### src/hw/dtzq_pkg.sv
// dtzq_pkg: shared command set, timing counts, register map and latency decoders
package dtzq_pkg;

  // ----------------------------------------------------------------
  // command set on the memory link
  // ----------------------------------------------------------------
  typedef enum logic [3:0] {
    cmd_nop, cmd_act, cmd_pre, cmd_prea, cmd_ref, cmd_rd, cmd_wr8, cmd_wr4,
    cmd_mrs, cmd_zqcl, cmd_zqcs, cmd_sre, cmd_srx, cmd_pde, cmd_pdx
  } dtzq_cmd_t;
  localparam logic [3:0] CMD_LAST = 4'he; // highest legal code

  // ----------------------------------------------------------------
  // timing, in clock cycles at 250 MHz
  // ----------------------------------------------------------------
  localparam int CLK_PS = 4000;
  localparam int TRP_NS = 14; // precharge period
  localparam int TXS_NS = 170; // self-refresh exit to zq
  localparam logic [9:0] TRP_CYC = 10'((TRP_NS * 1000 + CLK_PS - 1) / CLK_PS);
  localparam logic [9:0] TXS_CYC = 10'((TXS_NS * 1000 + CLK_PS - 1) / CLK_PS);
  localparam logic [9:0] ZQINIT_CYC = 10'h200; // first long calibration
  localparam logic [9:0] ZQOPER_CYC = 10'h100; // later long calibration
  localparam logic [9:0] ZQCS_CYC = 10'h040; // short calibration
  localparam logic [2:0] ODTH4_CYC = 3'h4;
  localparam logic [2:0] ODTH8_CYC = 3'h6;
  localparam logic [5:0] BURST_CYC = 6'h4; // bl8 data on the bus
  localparam logic [5:0] POST_CYC = 6'h1; // postamble guard

  // ----------------------------------------------------------------
  // mode register fields
  // ----------------------------------------------------------------
  localparam int MR0_DLL_PD = 12; // 1: dll kept on in precharge pd
  localparam int MR1_DLL_OFF = 0; // 1: dll off mode

  // ----------------------------------------------------------------
  // controller register map (byte offsets) and fields
  // ----------------------------------------------------------------
  localparam logic [3:0] REG_CMD = 4'h0;
  localparam logic [3:0] REG_ODT = 4'h4;
  localparam logic [3:0] REG_STAT = 4'h8;
  localparam int CMD_BA_LSB = 4; // bank/mr select [6:4]
  localparam int CMD_ADDR_LSB = 16; // address [31:16]
  localparam int ST_ZQ = 0;
  localparam int ST_ODT = 1;
  localparam int ST_REFUSED = 2;
  localparam int ST_SR = 3;
  localparam int ST_PD = 4;
  localparam int ST_BANK = 5;
  localparam int ST_HOLD = 6;
  localparam int ST_FIRST = 7;

  // ----------------------------------------------------------------
  // latency decoders, used by both ends
  // ----------------------------------------------------------------
  function automatic logic [4:0] cl_f(input logic [15:0] mr0);
    return {2'h0, mr0[6:4]} + 5'h4;
  endfunction

  function automatic logic [4:0] al_f(input logic [15:0] mr0, input logic [15:0] mr1);
    logic [4:0] al;
    al = 5'h0;
    if (mr1[4:3] == 2'h1) begin
      al = cl_f(mr0) - 5'h1;
    end else if (mr1[4:3] == 2'h2) begin
      al = cl_f(mr0) - 5'h2;
    end
    return al;
  endfunction

  // turn-on and turn-off latency: cwl + al - 2
  function automatic logic [4:0] odtl_f(input logic [15:0] mr0, input logic [15:0] mr1,
                                        input logic [15:0] mr2);
    return {2'h0, mr2[5:3]} + 5'h5 + al_f(mr0, mr1) - 5'h2;
  endfunction

  // read latency: al + cl
  function automatic logic [4:0] rl_f(input logic [15:0] mr0, input logic [15:0] mr1);
    return al_f(mr0, mr1) + cl_f(mr0);
  endfunction

endpackage

### src/hw/dtzq_link_if.sv
// dtzq_link_if: command, cke and odt wires between controller and dram
`timescale 1ns/100ps
`default_nettype none
interface dtzq_link_if;
  dtzq_pkg::dtzq_cmd_t cmd; // one command per clock
  logic [2:0] ba; // mode register select for mrs
  logic [15:0] addr; // mode register value for mrs
  logic cke; // clock enable
  logic odt; // termination request pin
  modport ctrl (output cmd, ba, addr, cke, odt);
  modport dram (input cmd, ba, addr, cke, odt);
endinterface
`default_nettype wire

### src/hw/dtzq_ctrl.sv
// dtzq_ctrl: controller end, issues commands and drives odt under zq and odt timing
//
// Functional notes
// channel quiet during any zq window
// zq only with banks closed, trp met
// no calibration started by self-refresh exit
// zq no earlier than txs after srx
// shared resistor: zq windows never overlap
// cke held high through calibration
// odt low during calibration
// calibration current off once done
// self refresh: termination off, pin ignored
// enable and strength from mr1/mr2 fields
// both fields zero: termination off
// termination follows odt pin only
// synchronous timing whenever dll locked
// dll off: odt held low
// on/off after odtlon/odtloff cycles
// odt latency is cwl plus al minus two
// odt high at least odth4 after rise
// after write with odt: odth4/odth8 hold
// odt dropped before read data
// no termination before read postamble ends
// zq may overlap dll relock after srx
// first zqcl long window, then oper/short
// odth8 is six cycles
// odth4 is four cycles
`timescale 1ns/100ps
`default_nettype none
module dtzq_ctrl (
  input wire logic i_clk,
  input wire logic i_nrst,
  input wire logic [3:0] i_addr, // register byte offset
  input wire logic [31:0] i_wdata,
  input wire logic i_wr, // write strobe
  input wire logic i_rd, // read strobe
  output logic [31:0] o_rdata, // valid the cycle after i_rd
  dtzq_link_if.ctrl link
);
  // ----------------------------------------------------------------
  // state
  // ----------------------------------------------------------------
  logic [15:0] mr0_r, mr1_r, mr2_r; // shadows of what was written
  logic sr_r, pd_r, bank_r, first_r, refused_r, odt_req_r;
  logic [9:0] zq_cnt_r, trp_cnt_r, txs_cnt_r;
  logic [5:0] rdw_cnt_r; // read turnaround left
  logic [2:0] hold_r, hold_nxt; // odt high time left
  logic odt_r, odt_nxt, cke_r;
  dtzq_pkg::dtzq_cmd_t cmd_r;
  logic [2:0] ba_r;
  logic [15:0] addr_r;
  logic [31:0] rdata_r;

  // ----------------------------------------------------------------
  // request decode
  // ----------------------------------------------------------------
  logic cmd_wr, odt_wr, stat_wr, legal, is_zq, zq_busy, zq_ready, state_ok, issue;
  logic rd_ok, force_low, rd_issue, wr_issue, raise_ok, rise;
  logic [3:0] code;
  logic [4:0] odtl;
  logic [5:0] rl6;
  logic [2:0] dec, c_rise, c_wr;
  dtzq_pkg::dtzq_cmd_t ccmd;

  assign cmd_wr = i_wr && (i_addr == dtzq_pkg::REG_CMD);
  assign odt_wr = i_wr && (i_addr == dtzq_pkg::REG_ODT);
  assign stat_wr = i_wr && (i_addr == dtzq_pkg::REG_STAT);
  assign code = i_wdata[3:0];
  assign legal = (code <= dtzq_pkg::CMD_LAST);
  assign ccmd = legal ? dtzq_pkg::dtzq_cmd_t'(code) : dtzq_pkg::cmd_nop;
  assign is_zq = (ccmd == dtzq_pkg::cmd_zqcl) || (ccmd == dtzq_pkg::cmd_zqcs);
  assign zq_busy = (zq_cnt_r != 10'h0);
  assign odtl = dtzq_pkg::odtl_f(mr0_r, mr1_r, mr2_r);
  assign rl6 = {1'h0, dtzq_pkg::rl_f(mr0_r, mr1_r)};
  // banks closed, trp and txs run out, cke high, odt already low
  assign zq_ready = !bank_r && (trp_cnt_r == 10'h0) && (txs_cnt_r == 10'h0) && !sr_r && !pd_r
    && !odt_r;
  // in sr or pd only the matching exit is taken
  assign state_ok = !(sr_r || pd_r) || (sr_r && (ccmd == dtzq_pkg::cmd_srx))
    || (pd_r && (ccmd == dtzq_pkg::cmd_pdx));
  // a read needs odt droppable at issue so rtt is off before data
  assign rd_ok = (ccmd != dtzq_pkg::cmd_rd) || !odt_r || (hold_r == 3'h0);
  // one zq window at a time also serialises a shared resistor
  assign issue = cmd_wr && legal && !zq_busy && state_ok && rd_ok && (!is_zq || zq_ready);
  assign rd_issue = issue && (ccmd == dtzq_pkg::cmd_rd);
  assign wr_issue = issue && ((ccmd == dtzq_pkg::cmd_wr8) || (ccmd == dtzq_pkg::cmd_wr4));

  // ----------------------------------------------------------------
  // odt pin and its hold counter
  // ----------------------------------------------------------------
  // zq window keeps the pin low; dll off mode and self refresh keep it low once any running hold has ended
  assign force_low = zq_busy || (issue && is_zq) || mr1_r[dtzq_pkg::MR1_DLL_OFF] || sr_r;
  // raise only when its turn-on lands after the read postamble
  assign raise_ok = odt_req_r && !force_low && ({1'h0, odtl} >= rdw_cnt_r);
  assign odt_nxt = odt_r ? ((hold_r != 3'h0) || (odt_req_r && !force_low && !rd_issue))
    : (raise_ok && !rd_issue);
  assign rise = !odt_r && odt_nxt;
  assign dec = (hold_r != 3'h0) ? hold_r - 3'h1 : 3'h0;
  assign c_rise = rise ? dtzq_pkg::ODTH4_CYC - 3'h1 : 3'h0;
  // write registered with odt high restarts the minimum
  assign c_wr = !(wr_issue && odt_nxt) ? 3'h0 : (ccmd == dtzq_pkg::cmd_wr8)
    ? dtzq_pkg::ODTH8_CYC - 3'h1 : dtzq_pkg::ODTH4_CYC - 3'h1;

  // both minimums must hold, so keep the largest
  always_comb begin
    hold_nxt = dec;
    if (c_rise > hold_nxt) begin
      hold_nxt = c_rise;
    end
    if (c_wr > hold_nxt) begin
      hold_nxt = c_wr;
    end
  end

  // ----------------------------------------------------------------
  // link drive: one command cycle, then nop
  // ----------------------------------------------------------------
  always_ff @(posedge i_clk or negedge i_nrst) begin
    if (!i_nrst) begin
      cmd_r <= dtzq_pkg::cmd_nop;
      ba_r <= 3'h0;
      addr_r <= 16'h0;
      odt_r <= 1'h0;
      hold_r <= 3'h0;
    end else begin
      cmd_r <= issue ? ccmd : dtzq_pkg::cmd_nop;
      if (issue) begin
        ba_r <= i_wdata[dtzq_pkg::CMD_BA_LSB +: 3];
        addr_r <= i_wdata[dtzq_pkg::CMD_ADDR_LSB +: 16];
      end
      odt_r <= odt_nxt;
      hold_r <= hold_nxt;
    end
  end

  // ----------------------------------------------------------------
  // power states and cke; srx does not imply a calibration
  // ----------------------------------------------------------------
  always_ff @(posedge i_clk or negedge i_nrst) begin
    if (!i_nrst) begin
      sr_r <= 1'h0;
      pd_r <= 1'h0;
      cke_r <= 1'h1;
    end else if (issue) begin
      if ((ccmd == dtzq_pkg::cmd_sre) || (ccmd == dtzq_pkg::cmd_pde)) begin
        cke_r <= 1'h0; // refused during zq, so cke stays high there
      end else if ((ccmd == dtzq_pkg::cmd_srx) || (ccmd == dtzq_pkg::cmd_pdx)) begin
        cke_r <= 1'h1;
      end
      if (ccmd == dtzq_pkg::cmd_sre) begin
        sr_r <= 1'h1;
      end else if (ccmd == dtzq_pkg::cmd_srx) begin
        sr_r <= 1'h0;
      end
      if (ccmd == dtzq_pkg::cmd_pde) begin
        pd_r <= 1'h1;
      end else if (ccmd == dtzq_pkg::cmd_pdx) begin
        pd_r <= 1'h0;
      end
    end
  end

  // ----------------------------------------------------------------
  // timers; zq, trp and txs loaded with n-1 so the next legal edge is n later
  // ----------------------------------------------------------------
  always_ff @(posedge i_clk or negedge i_nrst) begin
    if (!i_nrst) begin
      zq_cnt_r <= 10'h0;
      trp_cnt_r <= 10'h0;
      txs_cnt_r <= 10'h0;
      rdw_cnt_r <= 6'h0;
      first_r <= 1'h1;
      bank_r <= 1'h0;
    end else begin
      zq_cnt_r <= zq_busy ? zq_cnt_r - 10'h1 : 10'h0;
      trp_cnt_r <= (trp_cnt_r != 10'h0) ? trp_cnt_r - 10'h1 : 10'h0;
      txs_cnt_r <= (txs_cnt_r != 10'h0) ? txs_cnt_r - 10'h1 : 10'h0;
      rdw_cnt_r <= (rdw_cnt_r != 6'h0) ? rdw_cnt_r - 6'h1 : 6'h0;
      if (issue && (ccmd == dtzq_pkg::cmd_zqcs)) begin
        zq_cnt_r <= dtzq_pkg::ZQCS_CYC - 10'h1;
      end else if (issue && (ccmd == dtzq_pkg::cmd_zqcl)) begin
        zq_cnt_r <= (first_r ? dtzq_pkg::ZQINIT_CYC : dtzq_pkg::ZQOPER_CYC) - 10'h1;
        first_r <= 1'h0;
      end
      if (issue && ((ccmd == dtzq_pkg::cmd_pre) || (ccmd == dtzq_pkg::cmd_prea))) begin
        trp_cnt_r <= dtzq_pkg::TRP_CYC - 10'h1;
        bank_r <= 1'h0;
      end else if (issue && (ccmd == dtzq_pkg::cmd_act)) begin
        bank_r <= 1'h1;
      end
      // zq may follow txs without waiting for dll lock
      if (issue && (ccmd == dtzq_pkg::cmd_srx)) begin
        txs_cnt_r <= dtzq_pkg::TXS_CYC - 10'h1;
      end
      if (rd_issue) begin
        rdw_cnt_r <= rl6 + dtzq_pkg::BURST_CYC + dtzq_pkg::POST_CYC;
      end
    end
  end

  // ----------------------------------------------------------------
  // software registers; a refusal sets a sticky flag, set beats clear
  // ----------------------------------------------------------------
  always_ff @(posedge i_clk or negedge i_nrst) begin
    if (!i_nrst) begin
      mr0_r <= 16'h0;
      mr1_r <= 16'h0;
      mr2_r <= 16'h0;
      odt_req_r <= 1'h0;
      refused_r <= 1'h0;
    end else begin
      if (issue && (ccmd == dtzq_pkg::cmd_mrs)) begin
        if (i_wdata[dtzq_pkg::CMD_BA_LSB +: 3] == 3'h0) begin
          mr0_r <= i_wdata[dtzq_pkg::CMD_ADDR_LSB +: 16];
        end
        if (i_wdata[dtzq_pkg::CMD_BA_LSB +: 3] == 3'h1) begin
          mr1_r <= i_wdata[dtzq_pkg::CMD_ADDR_LSB +: 16];
        end
        if (i_wdata[dtzq_pkg::CMD_BA_LSB +: 3] == 3'h2) begin
          mr2_r <= i_wdata[dtzq_pkg::CMD_ADDR_LSB +: 16];
        end
      end
      if (odt_wr) begin
        odt_req_r <= i_wdata[0];
      end
      if (cmd_wr && !issue) begin
        refused_r <= 1'h1;
      end else if (stat_wr && i_wdata[dtzq_pkg::ST_REFUSED]) begin
        refused_r <= 1'h0;
      end
    end
  end

  // ----------------------------------------------------------------
  // read data, present only in the cycle after the strobe
  // ----------------------------------------------------------------
  logic [31:0] stat_word, rd_mux;
  always_comb begin
    stat_word = 32'h0;
    stat_word[dtzq_pkg::ST_ZQ] = zq_busy;
    stat_word[dtzq_pkg::ST_ODT] = odt_r;
    stat_word[dtzq_pkg::ST_REFUSED] = refused_r;
    stat_word[dtzq_pkg::ST_SR] = sr_r;
    stat_word[dtzq_pkg::ST_PD] = pd_r;
    stat_word[dtzq_pkg::ST_BANK] = bank_r;
    stat_word[dtzq_pkg::ST_HOLD] = (hold_r != 3'h0);
    stat_word[dtzq_pkg::ST_FIRST] = first_r;
  end
  assign rd_mux = (i_addr == dtzq_pkg::REG_STAT) ? stat_word
    : (i_addr == dtzq_pkg::REG_ODT) ? {31'h0, odt_req_r}
    : (i_addr == dtzq_pkg::REG_CMD) ? {16'h0, 12'h0, cmd_r} : 32'h0;

  always_ff @(posedge i_clk or negedge i_nrst) begin
    if (!i_nrst) begin
      rdata_r <= 32'h0;
    end else begin
      rdata_r <= i_rd ? rd_mux : 32'h0;
    end
  end

  assign o_rdata = rdata_r;
  assign link.cmd = cmd_r;
  assign link.ba = ba_r;
  assign link.addr = addr_r;
  assign link.cke = cke_r;
  assign link.odt = odt_r;
endmodule
`default_nettype wire

### src/flat_wrapper.sv
// flat-port wrapper written by rule: the top's interface ports become plain ports
module dtzq_ctrl_flat 
  (i_clk, i_nrst, i_addr, i_wdata, i_wr, i_rd, o_rdata, link_cmd, link_ba, link_addr, link_cke, link_odt);
  dtzq_link_if link_i ();
  input wire logic i_clk;
  input wire logic i_nrst;
  input wire logic [3:0] i_addr;
  input wire logic [31:0] i_wdata;
  input wire logic i_wr;
  input wire logic i_rd;
  output logic [31:0] o_rdata;
  output wire logic [$bits(link_i.cmd)-1:0] link_cmd;
  output wire logic [$bits(link_i.ba)-1:0] link_ba;
  output wire logic [$bits(link_i.addr)-1:0] link_addr;
  output wire logic [$bits(link_i.cke)-1:0] link_cke;
  output wire logic [$bits(link_i.odt)-1:0] link_odt;
  assign link_cmd = link_i.cmd;
  assign link_ba = link_i.ba;
  assign link_addr = link_i.addr;
  assign link_cke = link_i.cke;
  assign link_odt = link_i.odt;
  dtzq_ctrl u_core (.i_clk(i_clk), .i_nrst(i_nrst), .i_addr(i_addr), .i_wdata(i_wdata), .i_wr(i_wr), .i_rd(i_rd), .o_rdata(o_rdata), .link(link_i));
endmodule
### config.mk
export PLATFORM = sky130hd
export DESIGN_NAME = dtzq_ctrl_flat
export DESIGN_NICKNAME = d
export VERILOG_FILES = /design/src/hw/dtzq_pkg.sv /design/src/hw/dtzq_link_if.sv /design/src/hw/dtzq_ctrl.sv /design/src/flat_wrapper.sv
export SDC_FILE = /design/constraint.sdc
export NUM_CORES = 1
export LEC_CHECK = 0
export BUFFER_PORTS_ARGS = -buffer_cell sky130_fd_sc_hd__buf_2
export CAP_MARGIN = 10
export CORE_MARGIN = 4
export CORE_UTILIZATION = 30
export CTS_CLUSTER_SIZE = 20
export DETAILED_ROUTE_END_ITERATION = 10
export PLACE_DENSITY = 0.58
export REMOVE_ABC_BUFFERS = 1
export SYNTH_ARGS = -nofsm -noshare
export SYNTH_HDL_FRONTEND = slang
export SYNTH_SLANG_ARGS = --single-unit
export TNS_END_PERCENT = 20
### constraint.sdc
create_clock -name i_clk -period 16.82 [get_ports i_clk]
set_clock_uncertainty 0.15 [all_clocks]
set_input_delay 0.841 -clock i_clk [delete_from_list [all_inputs] [get_ports i_clk]]
set_output_delay 0.841 -clock i_clk [all_outputs]
set_load 0.02 [all_outputs]
== Yosys cells after proc, flatten, opt, wreduce, memory -nomap -nowiden ==
Index checks and enable logic that the tools add are counted.
Storage, ports and cells
  bits in registers: 120
  bits of input ports: 40
  output and inout bits: 57
Cells by class
  add/sub/neg operators: 15
  order comparisons: 4
  equality and inequality tests: 20
  multiplexer cells: 35
  bitwise gates (word level): 1
  reduce and logical (&&, ||, !) cells: 79
Operator list (count)
  $mux 32: 3
  $mux 10: 8
  $sub 10x1->10 const B: 4
  $eq 4x4->1 const B: 8
  $logic_and 1x1->1: 32
  $reduce_bool 10->1: 3
  $logic_not 10->1: 2
  $eq 4x3->1 const B: 4
  $logic_or 1x1->1: 15
  $mux 3: 5
  $reduce_and 2->1: 7
  $mux 4: 3
  $mux 6: 2
  $mux 1: 11
  $add 5x5->5: 2
  $logic_not 1->1: 10
  $mux 5: 2
  $reduce_bool 2->1: 5
  $sub 5x2->5 const B: 2
  $add 3x3->4 const B: 2
  $eq 4x2->1 const B: 2
  $add 5x3->6 const B: 1
  $add 6x1->6 const B: 1
  $ge 5x6->1: 1
  17 further kinds: 19

== Logic depth before layout (Yosys ltp) ==
Gate-level depths: netlist (run 1).
  depth in word-level cells: 24
  depth in mapped cells: 29
  gate-level depth less buffers: 29

== Worst setup path after synthesis (run 1) ==
No wires, ideal clock.
  path type: reg2reg
  start point: reg u_core.mr0_r[5]
  end point: reg u_core.hold_r[0]
  arrival: 5071 ps
  required time: 16551 ps
  slack: 11480 ps
  stages on the path, launching flop included: 28
  cells stage by stage: dfrtp_1 -> inv_1 -> ha_1 -> xor2_1 -> o22ai_1 -> inv_1 -> ha_1 -> inv_1 -> ha_1 -> a21o_1 -> a21oi_1 -> xnor2_1 -> ha_1 -> nand2_1 -> o21a_1 -> nor4_1 -> ha_1 -> nor2b_1 -> o211ai_1 -> nand2_1 -> o21ai_1 -> ha_1 -> nor2b_1 -> o21ai_0 -> a32oi_1 -> and3_1 -> a22oi_2 -> a21bo_1
On the way
  longest elaborated chain between the ends: 16
  elaborated cells on any way between the ends: 19
RTL lines
  start, declared: RTL line dtzq_ctrl.sv:43  | logic [15:0] mr0_r, mr1_r, mr2_r;
  start signal, assigned: RTL line dtzq_ctrl.sv:214  | mr0_r <= i_wdata[dtzq_pkg::CMD_ADDR_LSB +: 16];
  $add 3x3->4 (*): RTL line dtzq_pkg.sv:56  | return {2'h0, mr0[6:4]} + 5'h4;
  $sub 5x2->5: RTL line dtzq_pkg.sv:65  | al = cl_f(mr0) - 5'h2;
  $mux 5: RTL line dtzq_pkg.sv:64  | end else if (mr1[4:3] == 2'h2) begin
  $mux 5 (*): RTL line dtzq_pkg.sv:62  | if (mr1[4:3] == 2'h1) begin
  $add 5x5->5 (*): RTL line dtzq_pkg.sv:73  | return {2'h0, mr2[5:3]} + 5'h5 + al_f(mr0, mr1) - 5'h2;
  $sub 5x2->5 (*): RTL line dtzq_pkg.sv:73
  $ge 5x6->1 (*): RTL line dtzq_ctrl.sv:94  | assign raise_ok = odt_req_r && !force_low && ({1'h0, odtl} >= rdw_cnt_r);
  $logic_and 1x1->1 (*): RTL line dtzq_ctrl.sv:94
  $logic_and 1x1->1 (*): RTL line dtzq_ctrl.sv:96  | : (raise_ok && !rd_issue);
  $mux 1 (*): RTL line dtzq_ctrl.sv:95  | assign odt_nxt = odt_r ? ((hold_r != 3'h0) || (odt_req_r && !force_low && !rd_issue))
  $logic_and 1x1->1: RTL line dtzq_ctrl.sv:97  | assign rise = !odt_r && odt_nxt;
  $mux 2: RTL line dtzq_ctrl.sv:99  | assign c_rise = rise ? dtzq_pkg::ODTH4_CYC - 3'h1 : 3'h0;
  $gt 3x3->1: RTL line dtzq_ctrl.sv:107  | if (c_rise > hold_nxt) begin
  $mux 3: RTL line dtzq_ctrl.sv:107
  $gt 3x3->1: RTL line dtzq_ctrl.sv:110  | if (c_wr > hold_nxt) begin
  $mux 3 (*): RTL line dtzq_ctrl.sv:110
  named net u_core.hold_nxt[0]: RTL line dtzq_ctrl.sv:47  | logic [2:0] hold_r, hold_nxt;
  end signal, assigned: RTL line dtzq_ctrl.sv:132  | hold_r <= hold_nxt;
  end, declared: RTL line dtzq_ctrl.sv:47
The timed path passes the listed nets; every way through them passes the cells marked *.
A chain may end at the register's enable or synchronous reset.

== Worst setup path in the final report (run 1) ==
Same ends and word-level chain as after synthesis.

==> reports/results.ini, run 1 <==
[yosys]
yosys.cell_types.count = 58
synthFlopType = dfrtp_1
ys_seq_elements = 87
synth-edff-count = 0
syn-cell-area_mm2 = 0.00512
syn_inst = 507
synthArstFlopShare = 1.00
ys_warn_count = 0
syn_avg_cell_area_um2 = 10.1
yosysSeqAreaShare = 0.426

[placement]
io_buffers = 63
dp_cells = 779
gp_congestion = 0.788
place_area_mm2 = 0.00557
place_hpwl_um = 8200

[setup_path]
path_max_fanout = 5
r2r_cells = 27
start_kind = register
worstReg2RegStart = u_core.mr0_r[5]$_DFFE_PN0P_
worst_setup_path_end_kind = register
worstPathRequired_ns = 16.91
crit_arrival_ns = 6.10
critical_path_class = reg -> reg
crit_start = u_core.mr0_r[5]$_DFFE_PN0P_

[cells_and_area]
fillCellCount = 1676
multi_input_area_mm2 = 0.00264
postLayoutCoreUtil = 0.354
fin_cells = 795
mostFrequentLayoutCells = dfrtp_1, buf_2, inv_1
fin_nets = 647
design_area_mm2 = 0.00589
mostFrequentLayoutCell = dfrtp_1
area_growth_pct = 15.0
seqCellArea_mm2 = 0.00218
drive_gt1_frac = 0.223
n_antenna_cell = 0

[floorplanning]
core_region_area_mm2 = 0.0166
initial_utilization = 0.308
fp-row-count = 47
ioPinCount = 97
die_y_um = 139
die_w_um = 139
die-area_mm2 = 0.0192

[clock_network]
postCtsSetupBuffers = 0
numCtsBuffers = 9
clock_sinks = 87
root_buffer = clkbuf_16
path_clk_slew_ns = 0.07
h-tree-depth = 3
clk_latency_ns = 0.34
clockBufferDepth = 2
cts_hold_buf = 0
cts_tree = yes
cts-resized-gates = 0

[global_routing]
grt_max_degree = 70
grt_pass1_wl_um = 18500
gr-total-overflow = 0
antenna_found_initial = 0
grt_pass1_vias = 3885
grt_usage = 0.116

[run_status]
status = completed

[drt]
viasPerCell = 4.73
post-route-drc-count = 0
first_iter_violations = 156
wirelength_um = 10800
ant_nets = 0
vias = 3757
firstDrtPassIters = 6
routedWlPerCell_um = 13.6

[timing]
setup_viol = 0
grt_setup_unrepaired = false
hold_viol_final = 0
period_needed_ns = 6.02
tightest_slew_ns = 1.20
drv_slew = 0
finalCritPeriodShare = 0.358
holdWs_ns = 0.204
maxSlewHeadroom = 0.197
fmax_mhz = 166
finalSetupTns_ns = 0

[power]
p_seq_frac = 0.472
swShare = 0.227
leakagePower_nw = 2.88
vdd_drop_max_uv = 57.0
comb_power_share = 0.048
intPower_w = 0.000345
clkPwrFrac = 0.480
power_density_mw_per_mm2 = 75.8
p_sw_w = 0.000101

[hold_path]
hold_class = in -> async

[flow_run]
maxCapViolCount = 0

synth_stat cells, types with 3 or more instances:
master	number	share of area
buf_4	25	0.037
xnor2_1	21	0.036
or3_1	6	0.0073
a31oi_1	8	0.0098
nand2b_1	6	0.0073
nand3_1	11	0.011
nand2_1	31	0.023
mux2i_1	6	0.012
nor2b_1	10	0.012
nor3_1	23	0.022
nor3_2	3	0.0059
xor2_1	13	0.022
o21ai_1	3	0.0029
and4b_1	3	0.0059
nor4_1	7	0.0086
a21oi_1	13	0.013
and3_1	4	0.0049
a21o_1	5	0.0073
buf_2	6	0.0059
mux2_2	29	0.064
inv_1	40	0.029
clkbuf_1	4	0.0029
dfrtp_1	85	0.42
ha_1	35	0.086
o21ai_0	28	0.027
nor2_1	37	0.027
o22ai_1	5	0.0061
layer usage:
layer	GRT usage	share of wire	up-vias
li1	-	-	1831
met1	0.143	0.46	1809
met2	0.194	0.47	103
met3	0.0359	0.063	14
met4	0.0376	0.014	0
met5	0	0	-
stage by stage:
step / total power [W] / worst slack, ns
floorplan: 0.000224 / 11.48
global placement: 0.000236 / 10.93
detailed placement: 0.000236 / 10.83
CTS: 0.000450 / 10.83
global route: 0.000461 / 10.30
finish: 0.000447 / 10.80
kinds of logic (layout without fill, tap and decap cells):
kind of cell,after synthesis,after routing,synth area share
AND/OR/NAND/NOR,161,161,0.178
flip-flops,87,87,0.426
AO/OA/AOI/OAI,77,77,0.0941
buffers and inverters,75,120,0.0748
adder cells (fa/ha/maj),37,37,0.0934
multiplexers,35,35,0.0755
XOR/XNOR,34,34,0.0582
other,1,24,0.000732
critical path: stages (launching register included):
cell and delay, ns:
dfrtp_1 0.43, inv_1 0.14, ha_1 0.22, xor2_1 0.16, o22ai_1 0.21, inv_1 0.08, ha_1 0.28, inv_1 0.07
ha_1 0.29, a21o_1 0.17, a21oi_1 0.16, xnor2_1 0.10, ha_1 0.30, nand2_1 0.06, o21a_1 0.21, nor4_1 0.53
ha_1 0.34, nor2b_1 0.13, o211ai_1 0.30, nand2_1 0.08, o21ai_1 0.12, ha_1 0.27, nor2b_1 0.13, o21ai_0 0.14
a32oi_1 0.15, and3_1 0.25, a22oi_2 0.22, a21bo_1 0.22
registers in the layout (all words and copies together), names as in the netlist, 4 cells and up:
register	cells
u_core.txs_cnt_r	10
u_core.trp_cnt_r	10
u_core.o_rdata	8
u_core.zq_cnt_r	10
u_core.link.addr	16
u_core.link.cmd	4
u_core.rdw_cnt_r	6
power groups by stage:
stage	Combinational, W	Clock [W]	Sequential, W
floorplan	0.00000923	0	0.000214
global placement	0.0000214	0	0.000214
detailed placement	0.0000216	0	0.000215
CTS	0.0000217	0.000218	0.000211
global route	0.0000240	0.000227	0.000211
finish	0.0000214	0.000214	0.000211
worst paths after layout:
path                                                   end  slack (ns)
max                             u_core.hold_r[0]$_DFF_PN0_       10.80
min reg2reg                  u_core.txs_cnt_r[0]$_DFF_PN0_        0.32
max in group asynchronous     u_core.zq_cnt_r[9]$_DFF_PN0_       15.18
min                        u_core.link.addr[6]$_DFFE_PN0N_        0.20
min in group i_clk           u_core.txs_cnt_r[0]$_DFF_PN0_        0.32
max reg2reg                     u_core.hold_r[0]$_DFF_PN0_       10.80
layout make-up:
class / instances / share of cell area
Clock buffer: 11 / 0.0395
Clock inverter: 5 / 0.0140
Inverter: 40 / 0.0255
Multi-Input combinational cell: 368 / 0.449
Sequential cell: 87 / 0.370
Tap cell: 220 / 0.0467
Timing Repair Buffer: 64 / 0.0552
Power figures use the tool's default switching activity.
==> run 2: changes to the inputs <==
--- a/config.mk
+++ b/config.mk
@@ -11,7 +11,7 @@
 export CORE_UTILIZATION = 30
 export CTS_CLUSTER_SIZE = 20
 export DETAILED_ROUTE_END_ITERATION = 10
-export PLACE_DENSITY = 0.58
+export PLACE_DENSITY = 0.6
 export REMOVE_ABC_BUFFERS = 1
 export SYNTH_ARGS = -nofsm -noshare
 export SYNTH_HDL_FRONTEND = slang
==> constraint.sdc (replaced) <==
create_clock -name i_clk -period 5 [get_ports i_clk]
set_clock_uncertainty 0.15 [all_clocks]
set_input_delay 0.25 -clock i_clk [delete_from_list [all_inputs] [get_ports i_clk]]
set_output_delay 0.25 -clock i_clk [all_outputs]
set_load 0.02 [all_outputs]
==> run 2 against run 1 <==
Effect of this change:
- the flow now finishes with violations (negative hold slack, negative setup slack)
- critical path depth increased by 2
- non-clock buffer count increased by 70
- power increased to 3.5 times the previous value
- core utilization increased by 5.2 points
- register-to-register slack got worse by 11 ns
- hold slack got worse by 0.26 ns
- first-iteration DRC count increased by 56%
- sequential share of layout area decreased by 4.8 points
- die area unchanged
- final area increased by 15%
- critical path type unchanged
- largest cell class unchanged
==> reports/results.ini, run 2 (synthesis gave the netlist of run 1 again) <==
[setup_path]
worst_setup_path_end_kind = register
worstPathRequired_ns = 5.08
slowest_delay_ns = 0.38
critical_path_class = reg -> reg
critPathSlowestCell = dfrtp_1
start_kind = register
cp_common_cell = ha_4
crit_arrival_ns = 5.30
path_max_fanout = 4

[clock_network]
h-tree-depth = 3
clock_sinks = 87
clockBufferDepth = 2
path_clk_slew_ns = 0.06
clk_latency_ns = 0.34
cts_tree = yes
root_buffer = clkbuf_16
numCtsBuffers = 9

[timing]
holdWs_ns = -0.0509
fmax_mhz = 191
finalCritPeriodShare = 1.04
setup_viol = 4
hold_viol_final = 40
drv_slew = 0
final.setup.worst_slack_ns = -0.224
maxSlewHeadroom = 0.279
period_needed_ns = 5.22
grt_setup_unrepaired = true
tightest_slew_ns = 1.08

[global_routing]
grt_pass1_vias = 4120
grt-busiest-layer = met2
grt_usage = 0.126
antenna_found_initial = 0
grt_use_met3 = 0.0331
grt_max_degree = 88
gr-total-overflow = 0
grt_pass1_wl_um = 20100
use_met1 = 0.158
grt_util_met2 = 0.214

[placement]
io_buffers = 63
place_hpwl_um = 8580
dp_cells = 806
pre_cts_slack_ns = -0.483
gp_congestion = 0.830

[power]
comb_power_share = 0.050
clkPwrFrac = 0.494
leakagePower_nw = 3.26
p_seq_frac = 0.456
swShare = 0.202
intPower_w = 0.00124
p_sw_w = 0.000315
vdd_drop_max_uv = 150
power_density_mw_per_mm2 = 230

[drt]
routedWlPerCell_um = 14.3
vias = 4032
ant_nets = 0
wirelength_um = 12400
viasPerCell = 4.67
post-route-drc-count = 0
firstDrtPassIters = 4
first_iter_violations = 244

[cells_and_area]
fin_cells = 864
n_antenna_cell = 0
mostFrequentLayoutCell = dfrtp_1
fin_nets = 717
fillCellCount = 1590
drive_gt1_frac = 0.354
postLayoutCoreUtil = 0.406
largest_reg_flops = 16
area_growth_pct = 32.0
mostFrequentLayoutCells = dfrtp_1, buf_2, buf_4

[floorplanning]
die_y_um = 139
initial_utilization = 0.308
die_w_um = 139
die-area_mm2 = 0.0192
fp-row-count = 47
core_region_area_mm2 = 0.0166
ioPinCount = 97

[run_status]
violations = negative hold slack, negative setup slack
status = finished, violations left

[hold_path]
hold_class = in -> async

[flow_run]
maxCapViolCount = 0

run 2: layout make-up:
class / count / area, um^2 / share of cell area
inverter: 40 / 153 / 0.0226
clock inverter: 3 / 90.1 / 0.0133
multi-input combinational: 368 / 2920 / 0.433
tap: 220 / 275 / 0.0407
sequential: 87 / 2180 / 0.322
clock buffer: 12 / 256 / 0.0379
timing repair buffer: 134 / 882 / 0.130
run 2: what timing repair did:
action | 4_1_cts | 5_1_grt
buffers inserted | 26 | 6
pin swaps | 18 | 28
setup endpoints to repair | 3 | 8
resized for setup | 18 | 37
hold buffers | 11 | 0
endpoints found under the hold margin | 11 | 0
run 2: worst paths after layout:
path                                        startpoint                               end  slack, ns  cells past startpoint
max                        u_core.mr0_r[5]$_DFFE_PN0P_        u_core.hold_r[0]$_DFF_PN0_      -0.22                     29
min                                             i_nrst     u_core.link.ba[2]$_DFFE_PN0N_      -0.05                      1
max reg2reg                u_core.mr0_r[5]$_DFFE_PN0P_        u_core.hold_r[0]$_DFF_PN0_      -0.22                     29
min reg2reg                 u_core.first_r$_DFFE_PN1P_        u_core.first_r$_DFFE_PN1P_       0.33                      2
max in group asynchronous                       i_nrst     u_core.rdw_cnt_r[2]$_DFF_PN0_       4.04                      1
min in group i_clk                         i_wdata[29]  u_core.link.addr[13]$_DFFE_PN0N_       0.02                      2
run 2: routing by layer:
layer,wire length [um],up-vias
li1,-,1968
met1,5310,1936
met2,6130,109
met3,711,19
met4,233,0
met5,0,-
run 2: power by group through the flow:
stage / combinational, W / clock (W) / sequential, W
2_1_floorplan: 0.0000310 / 0 / 0.000721
3_3_place_gp: 0.0000708 / 0 / 0.000721
3_5_place_dp: 0.0000721 / 0 / 0.000722
4_1_cts: 0.0000787 / 0.000789 / 0.000709
5_1_grt: 0.0000875 / 0.000823 / 0.000709
6_report: 0.0000783 / 0.000768 / 0.000709
run 2: per-stage QoR:
stage	setup TNS [ns]	hold slack (ns)	power (W)	instance area, um^2
after global routing	-1.76	0.0151	0.00162	6760
after detailed placement	-1.29	0.319	0.000794	5780
after floorplan	-0.816	-0.196	0.000753	4970
after global placement	-0.726	0.306	0.000792	5780
after CTS	-0.292	0.00620	0.00158	6530
final	-0.649	-0.0509	0.00156	6760
run 2: critical path: cells and delay by family (launching register included):
family | cells | cell delay [ns]
AO/OA/AOI/OAI | 9 | 1.52
adder cells (fa/ha/maj) | 6 | 1.39
AND/OR/NAND/NOR | 8 | 1.09
buffers and inverters | 4 | 0.39
flip-flops | 1 | 0.38
XOR/XNOR | 2 | 0.22
==> run 3: changes to the inputs <==
--- a/config.mk
+++ b/config.mk
@@ -5,10 +5,12 @@
 export SDC_FILE = /design/constraint.sdc
 export NUM_CORES = 1
 export LEC_CHECK = 0
+export ABC_AREA = 1
 export BUFFER_PORTS_ARGS = -buffer_cell sky130_fd_sc_hd__buf_2
 export CAP_MARGIN = 10
 export CORE_MARGIN = 4
 export CORE_UTILIZATION = 30
+export CTS_BUF_LIST = sky130_fd_sc_hd__clkbuf_8
 export CTS_CLUSTER_SIZE = 20
 export DETAILED_ROUTE_END_ITERATION = 10
 export PLACE_DENSITY = 0.6
==> run 3 against run 2 <==
Effect of this change:
- the flow finishes with violations (negative setup slack)
- die area up 5.5%
- core utilization down 1.6 points
- clock-buffer cell count down 2
- critical path type unchanged
==> reports/results.ini, run 3 <==
[setup_path]
worstReg2RegStart = u_core.mr0_r[5]$_DFFE_PN0P_
cp.buffers_inverters = 26
regToRegSetupSlack_ns = -0.08
critPathTopFamily = buffers and inverters
r2r_cells = 34
crit_arrival_ns = 5.17
endpoint = u_core.rdw_cnt_r[4]$_DFF_PN0_
cp_common_cell = buf_4
start_kind = register
critical_path_class = reg -> reg
crit_start = u_core.mr0_r[5]$_DFFE_PN0P_
slowest_delay_ns = 0.53
critPathSlowestCell = fa_2
worstPathRequired_ns = 5.10
cp.depth = 34
r2r-end = u_core.rdw_cnt_r[4]$_DFF_PN0_
path_max_fanout = 4
worst_setup_path_end_kind = register

[cells_and_area]
mostFrequentLayoutCells = nand2_1, inv_1, dfrtp_1
n_antenna_cell = 0
seqCellArea_mm2 = 0.00218
fin_nets = 878
multi_input_area_mm2 = 0.00285
mostFrequentLayoutCell = nand2_1
area_growth_pct = 26.0
fillCellCount = 1770
drive_gt1_frac = 0.254
largest_reg_flops = 16

[yosys]
ys_top_cells_by_count = nand2_1, inv_1, dfrtp_1
yosysSeqAreaShare = 0.402
syn-cell-area_mm2 = 0.00542
synth_top_area_share = 0.393
synth-edff-count = 0
synthFlopType = dfrtp_1
ys_seq_elements = 87
ys_warn_count = 0
synth_area_leaders = dfrtp_1, nand2_1, ha_1
post-synth-top-area-cell = dfrtp_1
synthArstFlopShare = 1.00
yosys.cell_types.count = 50
syn_inst = 665
syn_avg_cell_area_um2 = 8.15
yosysMostFrequentCell = nand2_1

[timing]
maxSlewHeadroom = 0.537
finalSetupTns_ns = -0.149
fmax_mhz = 197
holdWs_ns = 0.0388
hold_viol_final = 0
tightest_slew_ns = 0.695
period_needed_ns = 5.08
drv_slew = 0
finalCritPeriodShare = 1.02
final.setup.worst_slack_ns = -0.0792
grt_setup_unrepaired = true
setup_viol = 4

[global_routing]
gr-total-overflow = 0
grt_usage = 0.131
antenna_found_initial = 1
grt_pass1_wl_um = 21200
grt_pass1_vias = 4408
grt_max_degree = 54

[clock_network]
clock_sinks = 87
clk_latency_ns = 0.37
root_buffer = clkbuf_8
cts_tree = yes
h-tree-depth = 3
numCtsBuffers = 9
path_clk_slew_ns = 0.09
clockBufferDepth = 2

[drt]
routedWlPerCell_um = 12.4
post-route-drc-count = 0
wirelength_um = 12800
first_iter_violations = 178
viasPerCell = 4.38
vias = 4515
ant_nets = 0
firstDrtPassIters = 4

[placement]
place_hpwl_um = 9030
pre_cts_slack_ns = -0.191
io_buffers = 63
gp_congestion = 0.806

[floorplanning]
die_w_um = 142
die-area_mm2 = 0.0203
ioPinCount = 97
core_region_area_mm2 = 0.0175
fp-row-count = 48
initial_utilization = 0.310
die_y_um = 142

[power]
vdd_drop_max_uv = 105
power_density_mw_per_mm2 = 183
leakagePower_nw = 3.67

[run_status]
status = finished, violations left
violations = negative setup slack

[hold_path]
hold_class = in -> reg
worstHoldStart = i_addr[2]

[flow_run]
maxCapViolCount = 0

[run 3: cells by family after synthesis]
| kind of cell | after synthesis | synth area share |
|---|---|---|
| adders and majority gates | 37 | 0.0882 |
| AOI/OAI and AO/OA | 82 | 0.0866 |
| and+or+nand+nor | 282 | 0.258 |
| DFF | 87 | 0.402 |
| other | 1 | 0.000692 |
| xor gates and xnor gates | 26 | 0.0420 |
| buffers and inverters | 150 | 0.122 |
[run 3: power breakdown]
group / total [W] / internal [W] / switching (W)
clock: 0.000459 / 0.000193 / 0.000266
sequential: 0.000709 / 0.000707 / 0.00000237
combinational: 0.0000845 / 0.0000240 / 0.0000605
[run 3: routing by layer]
metal / wire [um] / global-route usage
met2: 5800 / 0.205
met3: 672 / 0.0353
met4: 258 / 0.0440
met5: 7 / 0
met1: 6060 / 0.176
[run 3: area by class of cell]
type / instances / area share
multi-input cells: 451 / 0.418
flip-flops and latches: 87 / 0.319
repair buffers: 132 / 0.130
inverters: 120 / 0.0663
well taps: 225 / 0.0412
clock buffers: 10 / 0.0202
clock inverters: 6 / 0.00550
[run 3: how the worst min path moves through the flow]
stage                                                 end  slack (ns)  cells after the start
final                         u_core.o_rdata[0]$_DFF_PN0_        0.04                      3
after global routing          u_core.mr2_r[3]$_DFFE_PN0P_        0.03                      3
after CTS                     u_core.o_rdata[0]$_DFF_PN0_        0.02                      3
after detailed placement  u_core.link.addr[1]$_DFFE_PN0N_        0.09                      1
after global placement    u_core.link.addr[1]$_DFFE_PN0N_        0.09                      1
after floorplan                 u_core.bank_r$_DFFE_PN0P_       -0.20                      0
[run 3: tightest hold or removal path, stage by stage]
cell and delay, ns:
buf_2 0.11, nand4_1 0.09, a31oi_1 0.08
[run 3: stage by stage]
step                      std cells  area [um^2]  utilization  total power, W
after detailed placement        964         6030        0.345        0.000798
after global routing           1031         6830        0.391         0.00132
final                          1031         6830        0.391         0.00125
after CTS                      1029         6660        0.381         0.00128
after floorplan                 658         5290            -        0.000759
after global placement          964         6030        0.345        0.000797
[run 3: repair_timing]
item | 4_1_cts | 5_1_grt
pin swaps | 11 | 25
resized for setup | 12 | 35
endpoints found under the setup margin | 3 | 8
hold buffers | 17 | 0
buffers inserted | 32 | 2
hold endpoints to repair | 52 | 0
